File: src/tcc_defs.svh
// Purpose: Offsets, field positions and reset values of the timer channel block
// Assumes: Byte addresses on an 8-bit APB address, one 32-bit word per register
// Notes:   Definitions only
`ifndef TCC_DEFS_SVH
`define TCC_DEFS_SVH

// ****************************************************************
// Register byte offsets
// ****************************************************************
`define TCC_OFF_TIMER_CTRL   8'h00
`define TCC_OFF_COUNT_HI     8'h04
`define TCC_OFF_COUNT_LO     8'h08
`define TCC_OFF_MOD_HI       8'h0c
`define TCC_OFF_MOD_LO       8'h10
`define TCC_OFF_CH_BASE      8'h20
`define TCC_CH_STRIDE_SHIFT  4
`define TCC_SUB_STATUS       4'h0
`define TCC_SUB_VALUE_HI     4'h4
`define TCC_SUB_VALUE_LO     4'h8

// ****************************************************************
// Field positions of timer_control_status
// ****************************************************************
`define TCC_BIT_HALT         5
`define TCC_BIT_CLEAR        4
`define TCC_PS_MSB           2
`define TCC_PS_EXT           3'h7

// ****************************************************************
// Field positions of channel_control_status
// ****************************************************************
`define TCC_BIT_FLAG         7

// ****************************************************************
// Reset values
// ****************************************************************
`define TCC_RST_HALT         1'b1
`define TCC_RST_PS           3'h0
`define TCC_RST_MOD          16'hffff
`define TCC_RST_CTRL         8'h00
`define TCC_RST_VALUE        16'h0000

`endif

File: src/tcc_pkg.sv
// Purpose: Types shared by the timer channel block
// Assumes: Nothing
// Notes:   Control byte layout matches the channel status register bit order
package tcc_pkg;

	// ****************************************************************
	// Channel control/status byte
	// ****************************************************************
	typedef struct packed {
		logic channel_event_flag;
		logic channel_irq_enable;
		logic buffered_mode_select;
		logic capture_compare_select;
		logic edge_level_select_hi;
		logic edge_level_select_lo;
		logic overflow_toggle;
		logic full_duty_force;
	} tcc_ctrl_s;

	typedef struct packed {
		logic [7:0] hi;
		logic [7:0] lo;
	} tcc_value_s;

	typedef enum logic [1:0] {
		TCC_GPIO,
		TCC_CAPTURE,
		TCC_COMPARE,
		TCC_BUFFERED
	} tcc_mode_e;

endpackage : tcc_pkg

File: src/tcc_timer.sv
// Purpose: 16-bit timer counter with capture/compare/PWM channels behind APB
// Assumes: pclk 25 MHz; pins and external clock are asynchronous
// Notes:   Channels pair as (0,1), (2,3) and so on up to NUM_CH; even channel can run buffered
//
// Design decisions made here: the address map and the APB slave port.
`include "tcc_defs.svh"
`timescale 1ns/1ps

module tcc_timer #(
	parameter int NUM_CH = 4
) (
	input  wire  logic              pclk,         // Bus clock
	input  wire  logic              presetn,      // Async reset, active low
	input  wire  logic              psel,         // APB select
	input  wire  logic              penable,      // APB enable
	input  wire  logic              pwrite,       // APB direction
	input  wire  logic [7:0]        paddr,        // APB byte address
	input  wire  logic [31:0]       pwdata,       // APB write data
	output logic       [31:0]       prdata,       // APB read data
	output logic                    pready,       // APB ready
	output logic                    pslverr,      // Unmapped address
	input  wire  logic              break_active, // Debug break state
	input  wire  logic              ext_clk_pin,  // External timer clock
	input  wire  logic [NUM_CH-1:0] ch_pin_in,    // Channel pin levels
	output logic       [NUM_CH-1:0] ch_pin_out,   // Channel drive level
	output logic       [NUM_CH-1:0] ch_pin_oe_n,  // Low while driving
	output logic       [NUM_CH-1:0] ch_irq        // Channel requests
);
	import tcc_pkg::*;

	localparam int NPAIR = NUM_CH / 2;

	if (NUM_CH < 2 || NUM_CH > 12 || (NUM_CH % 2) != 0)
	begin : g_bad_num_ch
		$error("NUM_CH must be even and between 2 and 12");
	end

	// ****************************************************************
	// Address decode
	// ****************************************************************
	function automatic logic addr_ok(input logic [7:0] a);
		logic [7:0] off;
		off = a - `TCC_OFF_CH_BASE;
		if (a < `TCC_OFF_CH_BASE)
			return a == `TCC_OFF_TIMER_CTRL || a == `TCC_OFF_COUNT_HI ||
				a == `TCC_OFF_COUNT_LO || a == `TCC_OFF_MOD_HI || a == `TCC_OFF_MOD_LO;
		return (int'(off >> `TCC_CH_STRIDE_SHIFT) < NUM_CH) && (off[3:0] == `TCC_SUB_STATUS ||
			off[3:0] == `TCC_SUB_VALUE_HI || off[3:0] == `TCC_SUB_VALUE_LO);
	endfunction : addr_ok

	function automatic logic ch_hit(input logic [7:0] a, input int n, input logic [3:0] sub);
		return a == 8'(`TCC_OFF_CH_BASE + (n << `TCC_CH_STRIDE_SHIFT)) + {4'h0, sub};
	endfunction : ch_hit

	// Odd channel is dropped when its even partner runs buffered
	function automatic tcc_mode_e chan_mode(input int n, input tcc_ctrl_s c, input tcc_ctrl_s p);
		if ((n % 2) == 1 && p.buffered_mode_select)
			return TCC_GPIO;
		if ({c.edge_level_select_hi, c.edge_level_select_lo} == 2'b00)
			return TCC_GPIO;
		if ((n % 2) == 0 && c.buffered_mode_select)
			return TCC_BUFFERED;
		return c.capture_compare_select ? TCC_COMPARE : TCC_CAPTURE;
	endfunction : chan_mode

	// ****************************************************************
	// State
	// ****************************************************************
	logic        [NUM_CH-1:0] pin_s1, pin_s2, pin_s3;
	logic                     ext_s1, ext_s2, ext_s3;
	logic                     halt, next_halt;
	logic        [2:0]        ps, next_ps;
	logic        [6:0]        presc, next_presc;
	logic        [15:0]       cnt, next_cnt;
	logic        [15:0]       modv, next_modv;
	tcc_ctrl_s                ctrl [NUM_CH];
	tcc_ctrl_s                next_ctrl [NUM_CH];
	tcc_value_s               val [NUM_CH];
	tcc_value_s               next_val [NUM_CH];
	logic        [NUM_CH-1:0] arm, next_arm, cap_blk, next_cap_blk;
	logic        [NUM_CH-1:0] cmp_blk, next_cmp_blk, lvl, next_lvl;
	logic        [NUM_CH-1:0] max_eff, next_max_eff, next_out, next_oe_n, next_irq;
	logic        [NPAIR-1:0]  act_odd, next_act_odd, last_odd, next_last_odd;
	logic        [31:0]       next_prdata;
	logic                     next_pslverr;
	tcc_mode_e                mode [NUM_CH];
	logic        [NUM_CH-1:0] cap_ev, match_ev, wr_stat;
	logic                     tick, run, ovf, clr_wr;

	assign pready = 1'b1;

	// ****************************************************************
	// Next-state logic
	// ****************************************************************
	always_comb
	begin
		logic       setup, rd, wr, rise, fall, drive, sw_only;
		logic [6:0] mask;
		tcc_value_s cv;
		setup = psel && !penable;
		rd = psel && penable && !pwrite;
		wr = psel && penable && pwrite;
		rise = 1'b0;
		fall = 1'b0;
		drive = 1'b0;
		sw_only = 1'b0;
		cv = '0;
		mask = 7'((8'h01 << ps) - 8'h01);
		tick = (ps == `TCC_PS_EXT) ? (ext_s2 && !ext_s3) : ((presc & mask) == mask);
		run = tick && !halt && !break_active;
		ovf = run && (cnt == modv);
		clr_wr = wr && paddr == `TCC_OFF_TIMER_CTRL && pwdata[`TCC_BIT_CLEAR];
		next_halt = halt;
		next_ps = ps;
		next_modv = modv;
		next_presc = presc + 7'h01;
		next_cnt = cnt;
		if (run)
			next_cnt = ovf ? 16'h0000 : cnt + 16'h0001;
		if (wr && paddr == `TCC_OFF_TIMER_CTRL)
		begin
			next_halt = pwdata[`TCC_BIT_HALT];
			next_ps = pwdata[`TCC_PS_MSB:0];
		end
		if (clr_wr)
		begin
			next_cnt = 16'h0000;
			next_presc = 7'h00;
		end
		if (wr && paddr == `TCC_OFF_MOD_HI)
			next_modv[15:8] = pwdata[7:0];
		if (wr && paddr == `TCC_OFF_MOD_LO)
			next_modv[7:0] = pwdata[7:0];
		next_act_odd = act_odd;
		next_last_odd = last_odd;
		next_pslverr = setup ? !addr_ok(paddr) : pslverr;
		next_prdata = setup ? 32'h0000_0000 : prdata;
		if (setup)
		begin
			unique case (paddr)
				`TCC_OFF_TIMER_CTRL: next_prdata[7:0] = {2'b00, halt, 2'b00, ps};
				`TCC_OFF_COUNT_HI:   next_prdata[7:0] = cnt[15:8];
				`TCC_OFF_COUNT_LO:   next_prdata[7:0] = cnt[7:0];
				`TCC_OFF_MOD_HI:     next_prdata[7:0] = modv[15:8];
				`TCC_OFF_MOD_LO:     next_prdata[7:0] = modv[7:0];
				default:             next_prdata[7:0] = 8'h00;
			endcase
		end
		for (int n = 0; n < NUM_CH; n++)
		begin
			mode[n] = chan_mode(n, ctrl[n], ctrl[n ^ 1]);
			next_ctrl[n] = ctrl[n];
			next_val[n] = val[n];
			next_arm[n] = arm[n];
			next_cap_blk[n] = cap_blk[n];
			next_cmp_blk[n] = cmp_blk[n];
			next_lvl[n] = lvl[n];
			next_max_eff[n] = max_eff[n];
			wr_stat[n] = wr && ch_hit(paddr, n, `TCC_SUB_STATUS);
			if (setup && ch_hit(paddr, n, `TCC_SUB_STATUS))
				next_prdata[7:0] = ctrl[n];
			if (setup && ch_hit(paddr, n, `TCC_SUB_VALUE_HI))
				next_prdata[7:0] = val[n].hi;
			if (setup && ch_hit(paddr, n, `TCC_SUB_VALUE_LO))
				next_prdata[7:0] = val[n].lo;
			rise = pin_s2[n] && !pin_s3[n];
			fall = !pin_s2[n] && pin_s3[n];
			unique case ({ctrl[n].edge_level_select_hi, ctrl[n].edge_level_select_lo})
				2'b01:   cap_ev[n] = rise;
				2'b10:   cap_ev[n] = fall;
				2'b11:   cap_ev[n] = rise || fall;
				default: cap_ev[n] = 1'b0;
			endcase
			cap_ev[n] = cap_ev[n] && mode[n] == TCC_CAPTURE && !cap_blk[n] && !halt;
			// Buffered channel compares against whichever pair member is active
			cv = val[n];
			if (mode[n] == TCC_BUFFERED && act_odd[n / 2])
				cv = val[n | 1];
			drive = mode[n] == TCC_COMPARE || mode[n] == TCC_BUFFERED;
			sw_only = mode[n] == TCC_GPIO && ctrl[n].capture_compare_select &&
				!ctrl[n].buffered_mode_select;
			if ((n % 2) == 1 && ctrl[n ^ 1].buffered_mode_select)
				sw_only = 1'b0;
			match_ev[n] = (drive || sw_only) && run && cnt == {cv.hi, cv.lo} &&
				!cmp_blk[n] && !(mode[n] == TCC_BUFFERED && cmp_blk[n | 1]);
			if (cap_ev[n])
				next_val[n] = cnt;
			// Arm only on the read whose returned data showed the flag set
			if (rd && ch_hit(paddr, n, `TCC_SUB_STATUS))
				next_arm[n] = prdata[`TCC_BIT_FLAG];
			if (wr_stat[n])
			begin
				next_ctrl[n] = tcc_ctrl_s'(pwdata[7:0]);
				next_ctrl[n].channel_event_flag = ctrl[n].channel_event_flag;
				if ((n % 2) == 1)
					next_ctrl[n].buffered_mode_select = 1'b0;
				if (arm[n] && !pwdata[`TCC_BIT_FLAG])
					next_ctrl[n].channel_event_flag = 1'b0;
				next_arm[n] = 1'b0;
			end
			if (cap_ev[n] || match_ev[n])
			begin
				next_ctrl[n].channel_event_flag = 1'b1;
				next_arm[n] = 1'b0;
			end
			if (wr && ch_hit(paddr, n, `TCC_SUB_VALUE_HI))
			begin
				next_val[n].hi = pwdata[7:0];
				next_cmp_blk[n] = mode[n] != TCC_CAPTURE;
			end
			if (wr && ch_hit(paddr, n, `TCC_SUB_VALUE_LO))
			begin
				next_val[n].lo = pwdata[7:0];
				next_cmp_blk[n] = 1'b0;
				next_last_odd[n / 2] = (n % 2) == 1;
			end
			if (rd && ch_hit(paddr, n, `TCC_SUB_VALUE_HI) && mode[n] == TCC_CAPTURE)
				next_cap_blk[n] = 1'b1;
			if (rd && ch_hit(paddr, n, `TCC_SUB_VALUE_LO))
				next_cap_blk[n] = 1'b0;
			if (mode[n] == TCC_GPIO)
				next_lvl[n] = !ctrl[n].capture_compare_select;
			else if (drive && ovf && ctrl[n].overflow_toggle)
				next_lvl[n] = !lvl[n];
			else if (match_ev[n])
			begin
				unique case ({ctrl[n].edge_level_select_hi, ctrl[n].edge_level_select_lo})
					2'b01:   next_lvl[n] = !lvl[n];
					2'b10:   next_lvl[n] = 1'b0;
					2'b11:   next_lvl[n] = 1'b1;
					default: next_lvl[n] = lvl[n];
				endcase
			end
			// While driving, full duty only changes at a period boundary to avoid a runt pulse
			if (!drive)
				next_max_eff[n] = 1'b0;
			else if (ovf)
				next_max_eff[n] = ctrl[n].overflow_toggle && ctrl[n].full_duty_force;
			if (mode[n] == TCC_BUFFERED && ovf)
				next_act_odd[n / 2] = last_odd[n / 2];
			next_out[n] = next_max_eff[n] || next_lvl[n];
			next_oe_n[n] = !drive;
			next_irq[n] = next_ctrl[n].channel_event_flag && next_ctrl[n].channel_irq_enable;
		end
	end

	// ****************************************************************
	// Registers
	// ****************************************************************
	always_ff @(posedge pclk or negedge presetn)
	begin
		if (!presetn)
		begin
			{pin_s1, pin_s2, pin_s3} <= '0;
			{ext_s1, ext_s2, ext_s3} <= 3'h0;
			halt <= `TCC_RST_HALT;
			ps <= `TCC_RST_PS;
			presc <= 7'h00;
			cnt <= 16'h0000;
			modv <= `TCC_RST_MOD;
			for (int n = 0; n < NUM_CH; n++)
			begin
				ctrl[n] <= `TCC_RST_CTRL;
				val[n] <= `TCC_RST_VALUE;
			end
			{arm, cap_blk, cmp_blk, lvl, max_eff} <= '0;
			{act_odd, last_odd} <= '0;
			ch_pin_out <= '0;
			ch_pin_oe_n <= '1;
			ch_irq <= '0;
			prdata <= 32'h0000_0000;
			pslverr <= 1'b0;
		end
		else
		begin
			pin_s1 <= ch_pin_in;
			pin_s2 <= pin_s1;
			pin_s3 <= pin_s2;
			ext_s1 <= ext_clk_pin;
			ext_s2 <= ext_s1;
			ext_s3 <= ext_s2;
			halt <= next_halt;
			ps <= next_ps;
			presc <= next_presc;
			cnt <= next_cnt;
			modv <= next_modv;
			ctrl <= next_ctrl;
			val <= next_val;
			arm <= next_arm;
			cap_blk <= next_cap_blk;
			cmp_blk <= next_cmp_blk;
			lvl <= next_lvl;
			max_eff <= next_max_eff;
			act_odd <= next_act_odd;
			last_odd <= next_last_odd;
			ch_pin_out <= next_out;
			ch_pin_oe_n <= next_oe_n;
			ch_irq <= next_irq;
			prdata <= next_prdata;
			pslverr <= next_pslverr;
		end
	end

	for (genvar g = 0; g < NUM_CH; g++)
	begin : g_ast

	end
endmodule : tcc_timer

File: config.mk
export PLATFORM = sky130hd
export DESIGN_NAME = tcc_timer
export DESIGN_NICKNAME = d
export VERILOG_FILES = /design/src/tcc_pkg.sv /design/src/tcc_timer.sv
export VERILOG_INCLUDE_DIRS = /design/src
export SDC_FILE = /design/constraint.sdc
export NUM_CORES = 1
export LEC_CHECK = 0
export BUFFER_PORTS_ARGS = -buffer_cell sky130_fd_sc_hd__buf_2
export CORE_MARGIN = 5
export CORE_UTILIZATION = 49
export DETAILED_ROUTE_END_ITERATION = 12
export PLACE_DENSITY_LB_ADDON = 0.08
export SYNTH_ARGS = -nofsm -noshare
export SYNTH_HDL_FRONTEND = slang
export SYNTH_SLANG_ARGS = --single-unit
File: constraint.sdc
create_clock -name pclk -period 7.8 [get_ports pclk]
set_clock_uncertainty 0.05 [all_clocks]
set_input_delay 0.78 -clock pclk [delete_from_list [all_inputs] [get_ports pclk]]
set_output_delay 0.78 -clock pclk [all_outputs]
set_load 0.01 [all_outputs]
==> metrics.csv, run 1 <==
stage,metric,value,unit
logic_synthesis,ys_ff_latch,196,
critical_path,r2r-end,ch_pin_out[0],
floorplan,core_area,23600,sq um
final_layout,drive_above_1_share,0.147,
sta,setup_viol,0,
routing,viasPerCell,6.48,
floorplan,die_w,165,microns
routing,highest_layer,met4,
routing,ant_nets,0,
routing,remaining_drc_errors,0,
sta,hold_viol,0,
sta,fin_tns_setup,0,ns
worst_hold_path,min_path_type,primary input to asynchronous set/reset pin,
critical_path,r2r_slack,3.64,ns
clock_network,cts-root-buf,clkbuf_16,
logic_synthesis,ys_types,77,
logic_synthesis,synthCells,1297,
run_status,status,"complete, no violations",
floorplan,io_pins,97,
final_layout,area_growth,7.80,%
logic_synthesis,ys.flop_type,dfrtp_1,
critical_path,timing.rr.start,cnt[11],
logic_synthesis,synth-edff-count,0,
global_routing,grt_pass1_vias,9956,
routing,wl_met1,18.4,mm
routing,dr.pass1.iters,7,
clock_network,path_clk_slew,0.08,ns
routing,dr_wl_met3,4.47,mm
routing,vias,10544,
sta,post-route-min-period,4.16,ns
clock_network,insertion_delay,0.45,ns
critical_path,cp-start-kind,flip-flop,
power,p_per_area,216,nW/um^2
clock_network,cts_tree,built,
clock_network,numCtsBuffers,17,
placement,io_buffer_count,47,
critical_path,critPathMaxFanout,10,
logic_synthesis,avgSynthCellArea,9.11,sq um
logic_synthesis,async_flop_share,1.00,
clock_network,cts_resized,0,
logic_synthesis,yosys.area.top_type,dfrtp_1,
global_routing,grt_pass1_wl,64.5,mm
sta,rsz0062_at_grt,no,
critical_path,r2r_cells,7,
routing,met2_length,18.4,mm
sta,max_freq,241,MHz
logic_synthesis,ys_seq_area_frac,0.417,
sta,finalCritPeriodShare,0.533,
logic_synthesis,yosysWarnings,0,
global_routing,grt_overflow,0,
power,peakVddDrop,167,uV
clock_network,htree_levels,4,
placement,gp_congestion,1.02,
floorplan,start_util,0.500,
critical_path,crit_arrival,4.42,ns
sta,maxSlewViolCount,0,
clock_network,cts_buffer_depth,2,
critical_path,path_class,flip-flop to flip-flop,
final_layout,n_antenna_cell,0,
critical_path,endpoint_kind,flip-flop,
global_routing,grt_max_degree,72,
power,power_leakage,5.42,nW
placement,place_hpwl,30.3,mm
clock_network,cts_setup_buffers,0,
routing,wire_per_inst,26.1,microns
sta,slew_headroom,0.215,
floorplan,die_h,165,microns
critical_path,required,8.06,ns
floorplan,rows,56,
clock_network,holdBufCountCts,0,
final_layout,final_util,0.539,
routing,dr.first_iter.drc_count,1472,
global_routing,antenna_found_initial,0,
logic_synthesis,synth_area_leaders,"dfrtp_1 37%, mux2i_1 5.5%, a21oi_1 5.1%",
final_layout,final_nets,1359,
run,maxCapViolCount,0,
logic_synthesis,yosys.area.top_type_share,0.371,
global_routing,globalRouteTotalUtil,0.317,
routing,wirelength,42.5,mm
floorplan,dieArea,27300,sq um
clock_network,cts_sinks,196,
logic_synthesis,netlist_area,11800,sq um
sta,worst_pin_slew,1.16,ns
-- where the power goes --
part           internal, mW  switching [mW]  leakage, nW
Combinational         0.224           0.331         2.93
Clock                 0.421           0.442        0.259
Sequential             1.12           0.205         2.23
-- area by class of cell --
| cell class | count | area (sq um) |
|---|---|---|
| clock buffer | 19 | 433 |
| tap | 319 | 399 |
| inverter | 40 | 150 |
| multi-input combinational | 972 | 6300 |
| sequential | 196 | 4930 |
| fill | 2165 | 10900 |
| timing repair buffer | 69 | 409 |
| clock inverter | 13 | 115 |
-- cell usage in the layout, fill, tap and decap left out, types with 33 or more instances in the layout --
| cell | instances |
|---|---|
| xor2_1 | 33 |
| mux2i_1 | 65 |
| nor2_1 | 148 |
| dfrtp_1 | 175 |
| buf_2 | 46 |
| a21oi_1 | 120 |
| inv_1 | 38 |
| o21ai_0 | 50 |
| mux2_2 | 43 |
| nand2_1 | 99 |
-- worst max-delay path, cell delays in order (launching register included) --
cell	delay (ns)
dfrtp_1	0.79
clkinv_1	0.62
a221o_1	0.49
nor4_1	0.34
o2111ai_1	0.21
nor4_1	0.80
mux2i_1	0.18
or4_1	0.52
-- layer usage --
layer / vias to the layer above / GRT usage
met4: 0 / 0.0964
met3: 86 / 0.0539
met2: 610 / 0.475
met1: 5225 / 0.470
met5: - / 0
li1: 4623 / -
-- cell families after synthesis --
| logic type | count (synthesis) | share of synthesized area |
|---|---|---|
| and+or+nand+nor | 445 | 0.189 |
| AOI/OAI and AO/OA | 324 | 0.181 |
| DFF | 196 | 0.417 |
| buffers and inverters | 152 | 0.0600 |
| muxes | 108 | 0.0960 |
| xor gates and xnor gates | 58 | 0.0430 |
| adders and majority gates | 12 | 0.0127 |
| other | 2 | 0.000636 |
-- sequential cells by signal, summed over array words and instances (netlist names), 3 cells and up --
name / flops
max_eff: 4
cmp_blk: 4
val: 64
ch_pin_oe_n: 4
presc: 6
pin_s1: 4
pin_s2: 4
cnt: 16
modv: 16
ch_pin_out: 4
pin_s3: 4
cap_blk: 4
lvl: 4
ctrl: 30
prdata: 8
ps: 3
arm: 4
ch_irq: 4
-- metrics by stage --
stage / std cells / total power [mW] / setup slack, ns / cell area [sq um] / hold WS (ns)
finish: 1628 / 2.75 / 3.64 / 12700 / 0.252
global route: 1628 / 2.87 / 3.60 / 12700 / 0.290
CTS: 1628 / 2.74 / 3.83 / 12700 / 0.278
detailed placement: 1596 / 1.88 / 3.88 / 12200 / 0.289
global placement: 1596 / 1.87 / 3.87 / 12200 / 0.282
floorplan: 1320 / 1.65 / 4.78 / 11900 / 0.281
-- cell usage after synthesis, types with 11 or more instances --
library cell / instances
dfrtp_1: 175
buf_2: 15
o211ai_1: 12
clkbuf_1: 65
nor2b_1: 24
inv_1: 38
nand3_1: 28
buf_4: 26
nand2_1: 99
o21ai_0: 50
ha_1: 12
nor2_1: 148
xnor2_1: 25
a21oi_1: 120
o22ai_1: 11
nand2b_1: 24
nor3_1: 21
mux2i_1: 65
and3_1: 13
and2_1: 12
nor4_1: 13
xor2_1: 33
a22oi_1: 12
mux2_2: 43
dfstp_2: 21
-- how the worst max path moves through the flow --
stage / slack, ns / start / endpoint
6_report: 3.64 / cnt[11] / ch_pin_out[0]
5_1_grt: 3.60 / cnt[11] / ch_pin_out[0]
4_1_cts: 3.83 / cnt[11] / ch_pin_out[0]
3_5_place_dp: 3.88 / cnt[11] / ch_pin_out[0]
3_3_place_gp: 3.87 / cnt[11] / ch_pin_out[0]
2_1_floorplan: 4.78 / paddr[6] / ch_irq[0]
Power figures use the tool's default switching activity.
==> inputs of run 2 (changes only) <==
Settings changed: ABC_AREA from default to 1.
Clock period 7.8 ns to 3.7 ns, I/O delays scaled along.
==> metrics.csv, run 2 <==
stage,metric,value,unit,change
run_status,status,"complete, no violations",,
critical_path,endpoint_kind,flip-flop,,
placement,gp_congestion,0.964,,-5.4%
routing,met2_length,18.2,mm,-1.0%
logic_synthesis,ys.flop_type,dfrtp_1,,
logic_synthesis,synth-edff-count,0,,unchanged
logic_synthesis,synthCells,1537,,+19%
floorplan,io_pins,97,,unchanged
critical_path,crit_arrival,3.34,ns,-1.08 ns
logic_synthesis,synthAdderAreaFrac,0.0129,,+0.000170
sta,slew_headroom,0.404,,+0.189
worst_hold_path,min_path_cells,3,,
logic_synthesis,ys_seq_area_frac,0.423,,+0.00560
global_routing,grt_overflow,0,,unchanged
placement,place_hpwl,29.8,mm,-1.6%
run,maxCapViolCount,0,,unchanged
sta,finalCritPeriodShare,0.822,,+0.290
floorplan,rows,56,,unchanged
clock_network,cts_resized,0,,unchanged
logic_synthesis,ys_ff_latch,196,,unchanged
routing,wirelength,41.0,mm,-3.5%
critical_path,critical_path.most_common_cell,inv_1,,
sta,worst_pin_slew,0.891,ns,-0.271 ns
clock_network,insertion_delay,0.45,ns,about the same
routing,wl_met1,17.2,mm,-6.7%
floorplan,core_area,23500,sq um,-0.59%
sta,hold_viol,0,,unchanged
clock_network,cts_sinks,196,,unchanged
routing,dr.first_iter.drc_count,1253,,-15%
logic_synthesis,avgSynthCellArea,7.59,sq um,-17%
routing,dr.pass1.iters,6,,-1
critical_path,slowest_stage,nor4_4,,
clock_network,cts_buffer_depth,2,,unchanged
logic_synthesis,synth_xor_area_frac,0.0398,,-0.00318
logic_synthesis,yosysWarnings,0,,unchanged
final_layout,final_util,0.551,,+0.0111
sta,setup_viol,0,,unchanged
clock_network,cts-root-buf,clkbuf_16,,
sta,maxSlewViolCount,0,,unchanged
logic_synthesis,yosys.area.top_type_share,0.376,,+0.00497
global_routing,antenna_found_initial,0,,unchanged
routing,vias,11066,,+5.0%
sta,post-route-min-period,3.04,ns,-1.11 ns
global_routing,grt_pass1_wl,61.7,mm,-4.3%
routing,remaining_drc_errors,0,,unchanged
final_layout,final_common_cell,nand2_1,,
logic_synthesis,synth.area.mux_share,0,,-0.0960
logic_synthesis,synth_compound_area_frac,0.169,,-0.0123
sta,fin_tns_setup,0,ns,unchanged
critical_path,slowest_delay,0.55,ns,-0.25 ns
final_layout,area_growth,10.8,%,
routing,wire_per_inst,21.2,microns,-19%
logic_synthesis,yosysMostFrequentCell,nand2_1,,
final_layout,mostFrequentLayoutCells,"341 x nand2_1, 193 x o21ai_0, 190 x inv_1, 175 x dfrtp_1, 103 x nor2_1",,
floorplan,die_h,164,microns,-0.62%
routing,dr_wl_met3,4.29,mm,-4.1%
clock_network,htree_levels,4,,unchanged
global_routing,grt_max_degree,76,,+5.6%
final_layout,reg_top3,"val: 64 flops, ctrl: 30 flops",,
logic_synthesis,async_flop_share,1.00,,unchanged
final_layout,largest_reg_flops,64,,unchanged
critical_path,cp-start-kind,flip-flop,,
routing,ant_nets,0,,unchanged
placement,io_buffer_count,47,,unchanged
logic_synthesis,synth_top_family_by_area,simple AND/OR/NAND/NOR gates,,
critical_path,critPathMaxFanout,16,,+6
critical_path,cp_cell_sequence,nor2_1 > nor3_1 > inv_1 > nor4_4 > inv_1 > nand2_1 > o211ai_1 > o21ai_0,,
critical_path,required,4.00,ns,-4.06 ns
logic_synthesis,synth_common_cells,"341 x nand2_1, 193 x o21ai_0, 190 x inv_1",,
final_layout,final_area,12900,sq um,+1.5%
final_layout,drive_above_1_share,0.124,,-0.0234
final_layout,n_antenna_cell,0,,unchanged
floorplan,die_w,164,microns,-0.62%
floorplan,dieArea,27000,sq um,-1.2%
critical_path,r2r_cells,8,,+1
global_routing,grt_pass1_vias,10333,,+3.8%
logic_synthesis,yosys.area_share.simple,0.248,,+0.0591
sta,max_freq,329,MHz,+37%
logic_synthesis,netlist_area,11700,sq um,-1.3%
power,power_leakage,6.11,nW,+13%
logic_synthesis,synth_area_leaders,"dfrtp_1 38%, nand2_1 11%, o21ai_0 8.3%",,
sta,rsz0062_at_grt,no,,
logic_synthesis,ys_types,50,,-35%
clock_network,path_clk_slew,0.09,ns,about the same
power,peakVddDrop,398,uV,+140%
final_layout,regMostFlops,val,,
final_layout,fill_cells,2307,,+6.6%
placement,placed_area,12200,sq um,+0.49%
routing,highest_layer,met4,,
critical_path,path_class,flip-flop to flip-flop,,
logic_synthesis,yosys.area.top_type,dfrtp_1,,
worst_hold_path,min_path_type,primary input to flip-flop,,
final_layout,final_nets,1663,,+22%
floorplan,start_util,0.497,,-0.00368
power,p_per_area,440,nW/um^2,+100%
sta,timing.hold.ws,0.230,ns,-0.0226 ns
clock_network,numCtsBuffers,17,,unchanged
clock_network,cts_tree,built,,
routing,viasPerCell,5.73,,-12%
global_routing,globalRouteTotalUtil,0.306,,-0.0111
[run 2: changes by cell type in the layout (fill, tap and decap cells not counted), sizes merged, moves of 31 or more]
cell	change
o21ai	+161
mux2	-43
nand2	+249
nor2	-31
inv	+161
a21oi	-68
mux2i	-65
nand3	+63
[run 2: routing by layer]
layer | GRT usage | up-vias
met2 | 0.473 | 547
li1 | - | 5131
met5 | 0 | -
met3 | 0.0700 | 97
met4 | 0.0949 | 0
met1 | 0.429 | 5291
[run 2: final cells by class]
type	count	area, sq um	area share
Sequential cell	196	4930	0.382
Tap cell	319	399	0.0309
Clock inverter	14	184	0.0142
Clock buffer	18	429	0.0332
Multi-Input combinational cell	1082	5570	0.431
Inverter	209	785	0.0607
Timing Repair Buffer	94	624	0.0483
[run 2: path summary, 6_finish.rpt]
check,slack (ns),end,startpoint
min in group asynchronous,0.46,pin_s3[0],presetn
setup reg to reg,0.66,val[13],ctrl[3]
setup / recovery,0.66,val[13],ctrl[3]
hold / removal,0.23,ctrl[0],pwdata[0]
max in group asynchronous,2.21,modv[12],presetn
hold reg to reg,0.30,pin_s2[0],pin_s1[0]
[run 2: per-stage QoR]
| step | power, mW | setup WS (ns) | instances |
|---|---|---|---|
| 6_report | 5.68 | 0.657 | 1932 |
| 5_1_grt | 5.92 | 0.584 | 1932 |
| 4_1_cts | 5.66 | 0.812 | 1932 |
| 3_5_place_dp | 3.71 | 0.841 | 1894 |
| 3_3_place_gp | 3.70 | 0.872 | 1894 |
| 2_1_floorplan | 3.23 | 1.69 | 1560 |
[run 2: cells by family after synthesis]
group                      Yosys count
adders and majority gates           12
and+or+nand+nor                    643
AOI/OAI and AO/OA                  349
DFF                                196
other                                2
xor gates and xnor gates            53
buffers and inverters              282
[run 2: timing repair]
item	4_1_cts	5_1_grt
buffers inserted	0	0
hold buffers	6	0
hold endpoints to repair	73	0
[run 2: where the power goes]
| part | internal, mW | switching [mW] |
|---|---|---|
| registers | 2.33 | 0.190 |
| logic | 0.405 | 0.786 |
| clock network | 0.982 | 0.983 |
[run 2: critical path: cells and delay by family (launching register included)]
kind / cells / cell delay [ns]
flops: 1 / 0.46
simple gates: 4 / 1.63
buf+inv: 2 / 0.50
compound gates: 2 / 0.29
==> inputs of run 3 (changes only) <==
Clock period 3.7 ns to 2.6 ns, I/O delays scaled along.
==> metrics.csv, run 3 (same netlist as run 2, synthesis figures left out) <==
stage,metric,value,unit,change
run_status,status,"complete, no violations",,
floorplan,die_w,164,microns,unchanged
routing,wirelength,42.0,mm,+2.5%
floorplan,rows,56,,unchanged
clock_network,insertion_delay,0.45,ns,about the same
sta,slew_headroom,0.447,,+0.0434
routing,remaining_drc_errors,0,,unchanged
final_layout,n_antenna_cell,0,,unchanged
placement,gp_congestion,1.00,,+3.8%
worst_hold_path,min_path_type,primary input to flip-flop,,
power,netSwitchingPower,2.75,mW,+40%
sta,finalCritPeriodShare,0.954,,+0.132
final_layout,final_nets,1723,,+3.6%
critical_path,endpoint_kind,flip-flop,,
clock_network,cts_tree,built,,
global_routing,grt_pass1_wl,63.7,mm,+3.2%
clock_network,numCtsBuffers,17,,unchanged
sta,max_freq,403,MHz,+23%
routing,viasPerCell,5.63,,-1.8%
run,maxCapViolCount,0,,unchanged
routing,wire_per_inst,21.1,microns,-0.58%
placement,place_hpwl,31.6,mm,+5.8%
critical_path,required,2.88,ns,-1.12 ns
final_layout,reg_top3,"val: 64 flops, ctrl: 30 flops",,
final_layout,largest_reg_flops,64,,unchanged
critical_path,crit_arrival,2.76,ns,-0.58 ns
power,p_clk_frac,0.347,,about the same
sta,rsz0062_at_grt,no,,
critical_path,r2r_cells,10,,+2
floorplan,start_util,0.497,,unchanged
power,peakVddDrop,607,uV,+52%
routing,ant_nets,0,,unchanged
final_layout,final_common_cell,nand2_1,,
critical_path,critical_path.most_common_cell,nand3_1,,
clock_network,cts_buffer_depth,2,,unchanged
worst_hold_path,min_path_cells,3,,unchanged
final_layout,mostFrequentLayoutCells,"341 x nand2_1, 193 x o21ai_0, 190 x inv_1, 175 x dfrtp_1, 102 x nor2_1",,
clock_network,path_clk_slew,0.08,ns,about the same
clock_network,htree_levels,4,,unchanged
critical_path,slowest_stage,dfstp_2,,
global_routing,globalRouteTotalUtil,0.318,,+0.0117
floorplan,core_area,23500,sq um,unchanged
final_layout,regMostFlops,val,,
routing,vias,11208,,+1.3%
critical_path,r2r_slack,0.12,ns,-0.54 ns
global_routing,grt_overflow,0,,unchanged
critical_path,cp_cell_sequence,inv_1 > nand2_1 > nand4_1 > nor4_1 > nand3_2 > inv_2 > nand3_1 > o21ai_0 > o21bai_1 > nand3_1,,
power,power_frac_comb,0.214,,+0.004
final_layout,final_util,0.572,,+0.0210
critical_path,slowest_delay,0.56,ns,about the same
power,p_seq_frac,0.439,,-0.005
global_routing,grt_pass1_vias,10548,,+2.1%
final_layout,area_growth,15.1,%,
sta,hold_viol,0,,unchanged
global_routing,antenna_found_initial,0,,unchanged
critical_path,critPathMaxFanout,9,,-7
final_layout,fill_cells,2219,,-3.8%
power,p_sw_frac,0.336,,-0.00864
floorplan,dieArea,27000,sq um,unchanged
placement,io_buffer_count,47,,unchanged
sta,maxSlewViolCount,0,,unchanged
global_routing,grt_max_degree,63,,-17%
sta,setup_viol,0,,unchanged
final_layout,multiInputGateArea,5600,sq um,+0.47%
sta,timing.hold.ws,0.125,ns,-0.105 ns
floorplan,io_pins,97,,unchanged
sta,worst_pin_slew,0.824,ns,-0.0669 ns
power,power_leakage,6.37,nW,+4.4%
sta,fin_tns_setup,0,ns,unchanged
final_layout,seqCellArea,4930,sq um,unchanged
sta,post-route-min-period,2.48,ns,-0.562 ns
power,p_per_area,610,nW/um^2,+39%
routing,dr.first_iter.drc_count,1363,,+8.8%
floorplan,die_h,164,microns,unchanged
clock_network,cts-root-buf,clkbuf_16,,
power,power.internal,5.43,mW,+46%
clock_network,cts_sinks,196,,unchanged
final_layout,drive_above_1_share,0.156,,+0.0320
critical_path,path_class,flip-flop to flip-flop,,
critical_path,cp-start-kind,flip-flop,,
routing,dr.pass1.iters,5,,-1
[run 3: cell count changes in the layout (fill, tap and decap cells not counted), moves of 2 or more]
| cell | change |
|---|---|
| buf_4 | +59 |
| clkinv_4 | +2 |
| clkinv_8 | -2 |
| nand2_4 | -2 |
| nand2_8 | +2 |
[run 3: path summary, 6_finish.rpt]
kind	startpoint	to
max in group asynchronous	presetn	val[17]
hold reg to reg	pin_s1[1]	pin_s2[1]
min in group asynchronous	presetn	max_eff[0]
setup / recovery	modv[5]	ch_pin_out[1]
setup reg to reg	modv[5]	ch_pin_out[1]
hold / removal	pwdata[2]	ctrl[2]
[run 3: final cells by class]
cell class                 instances  share of cell area
clock buffer                      18              0.0320
clock inverter                    14              0.0140
inverter                         209              0.0585
multi-input combinational       1082               0.417
sequential                       196               0.368
tap                              319              0.0298
timing repair buffer             154              0.0810
[run 3: timing repair]
item,4_1_cts,5_1_grt
hold buffers,6,0
hold endpoints to repair,62,0
resized for setup,0,4
buffers inserted,0,0
endpoints found under the setup margin,0,6
[run 3: metal layers]
layer	track usage	up-vias	share of wire
met1	0.454	5288	0.43
met3	0.0705	104	0.10
li1	-	5258	-
met4	0.115	0	0.038
met2	0.474	558	0.43
met5	0	-	0
[run 3: power by group through the flow]
| stage | sequential [mW] | clock [mW] | combinational (mW) |
|---|---|---|---|
| detailed placement | 3.64 | 0 | 1.70 |
| global placement | 3.64 | 0 | 1.68 |
| finish | 3.59 | 2.83 | 1.75 |
| global route | 3.62 | 2.99 | 1.91 |
| floorplan | 3.52 | 0 | 1.09 |
| CTS | 3.58 | 2.86 | 1.72 |
[run 3: critical path: cells and delay by family, from the launching register on]
| family | cells | cell delay (ns) |
|---|---|---|
| simple gates | 6 | 1.06 |
| buf+inv | 2 | 0.38 |
| flops | 1 | 0.56 |
| compound gates | 2 | 0.31 |
[run 3: per-stage QoR]
stage	worst slack, ns	std cells	power (mW)	area, sq um
floorplan	0.590	1560	4.60	11700
detailed placement	0.130	1954	5.34	12700
CTS	0.101	1992	8.16	13400
global placement	0.180	1954	5.32	12700
finish	0.119	1992	8.18	13400
global route	0.00212	1992	8.52	13400
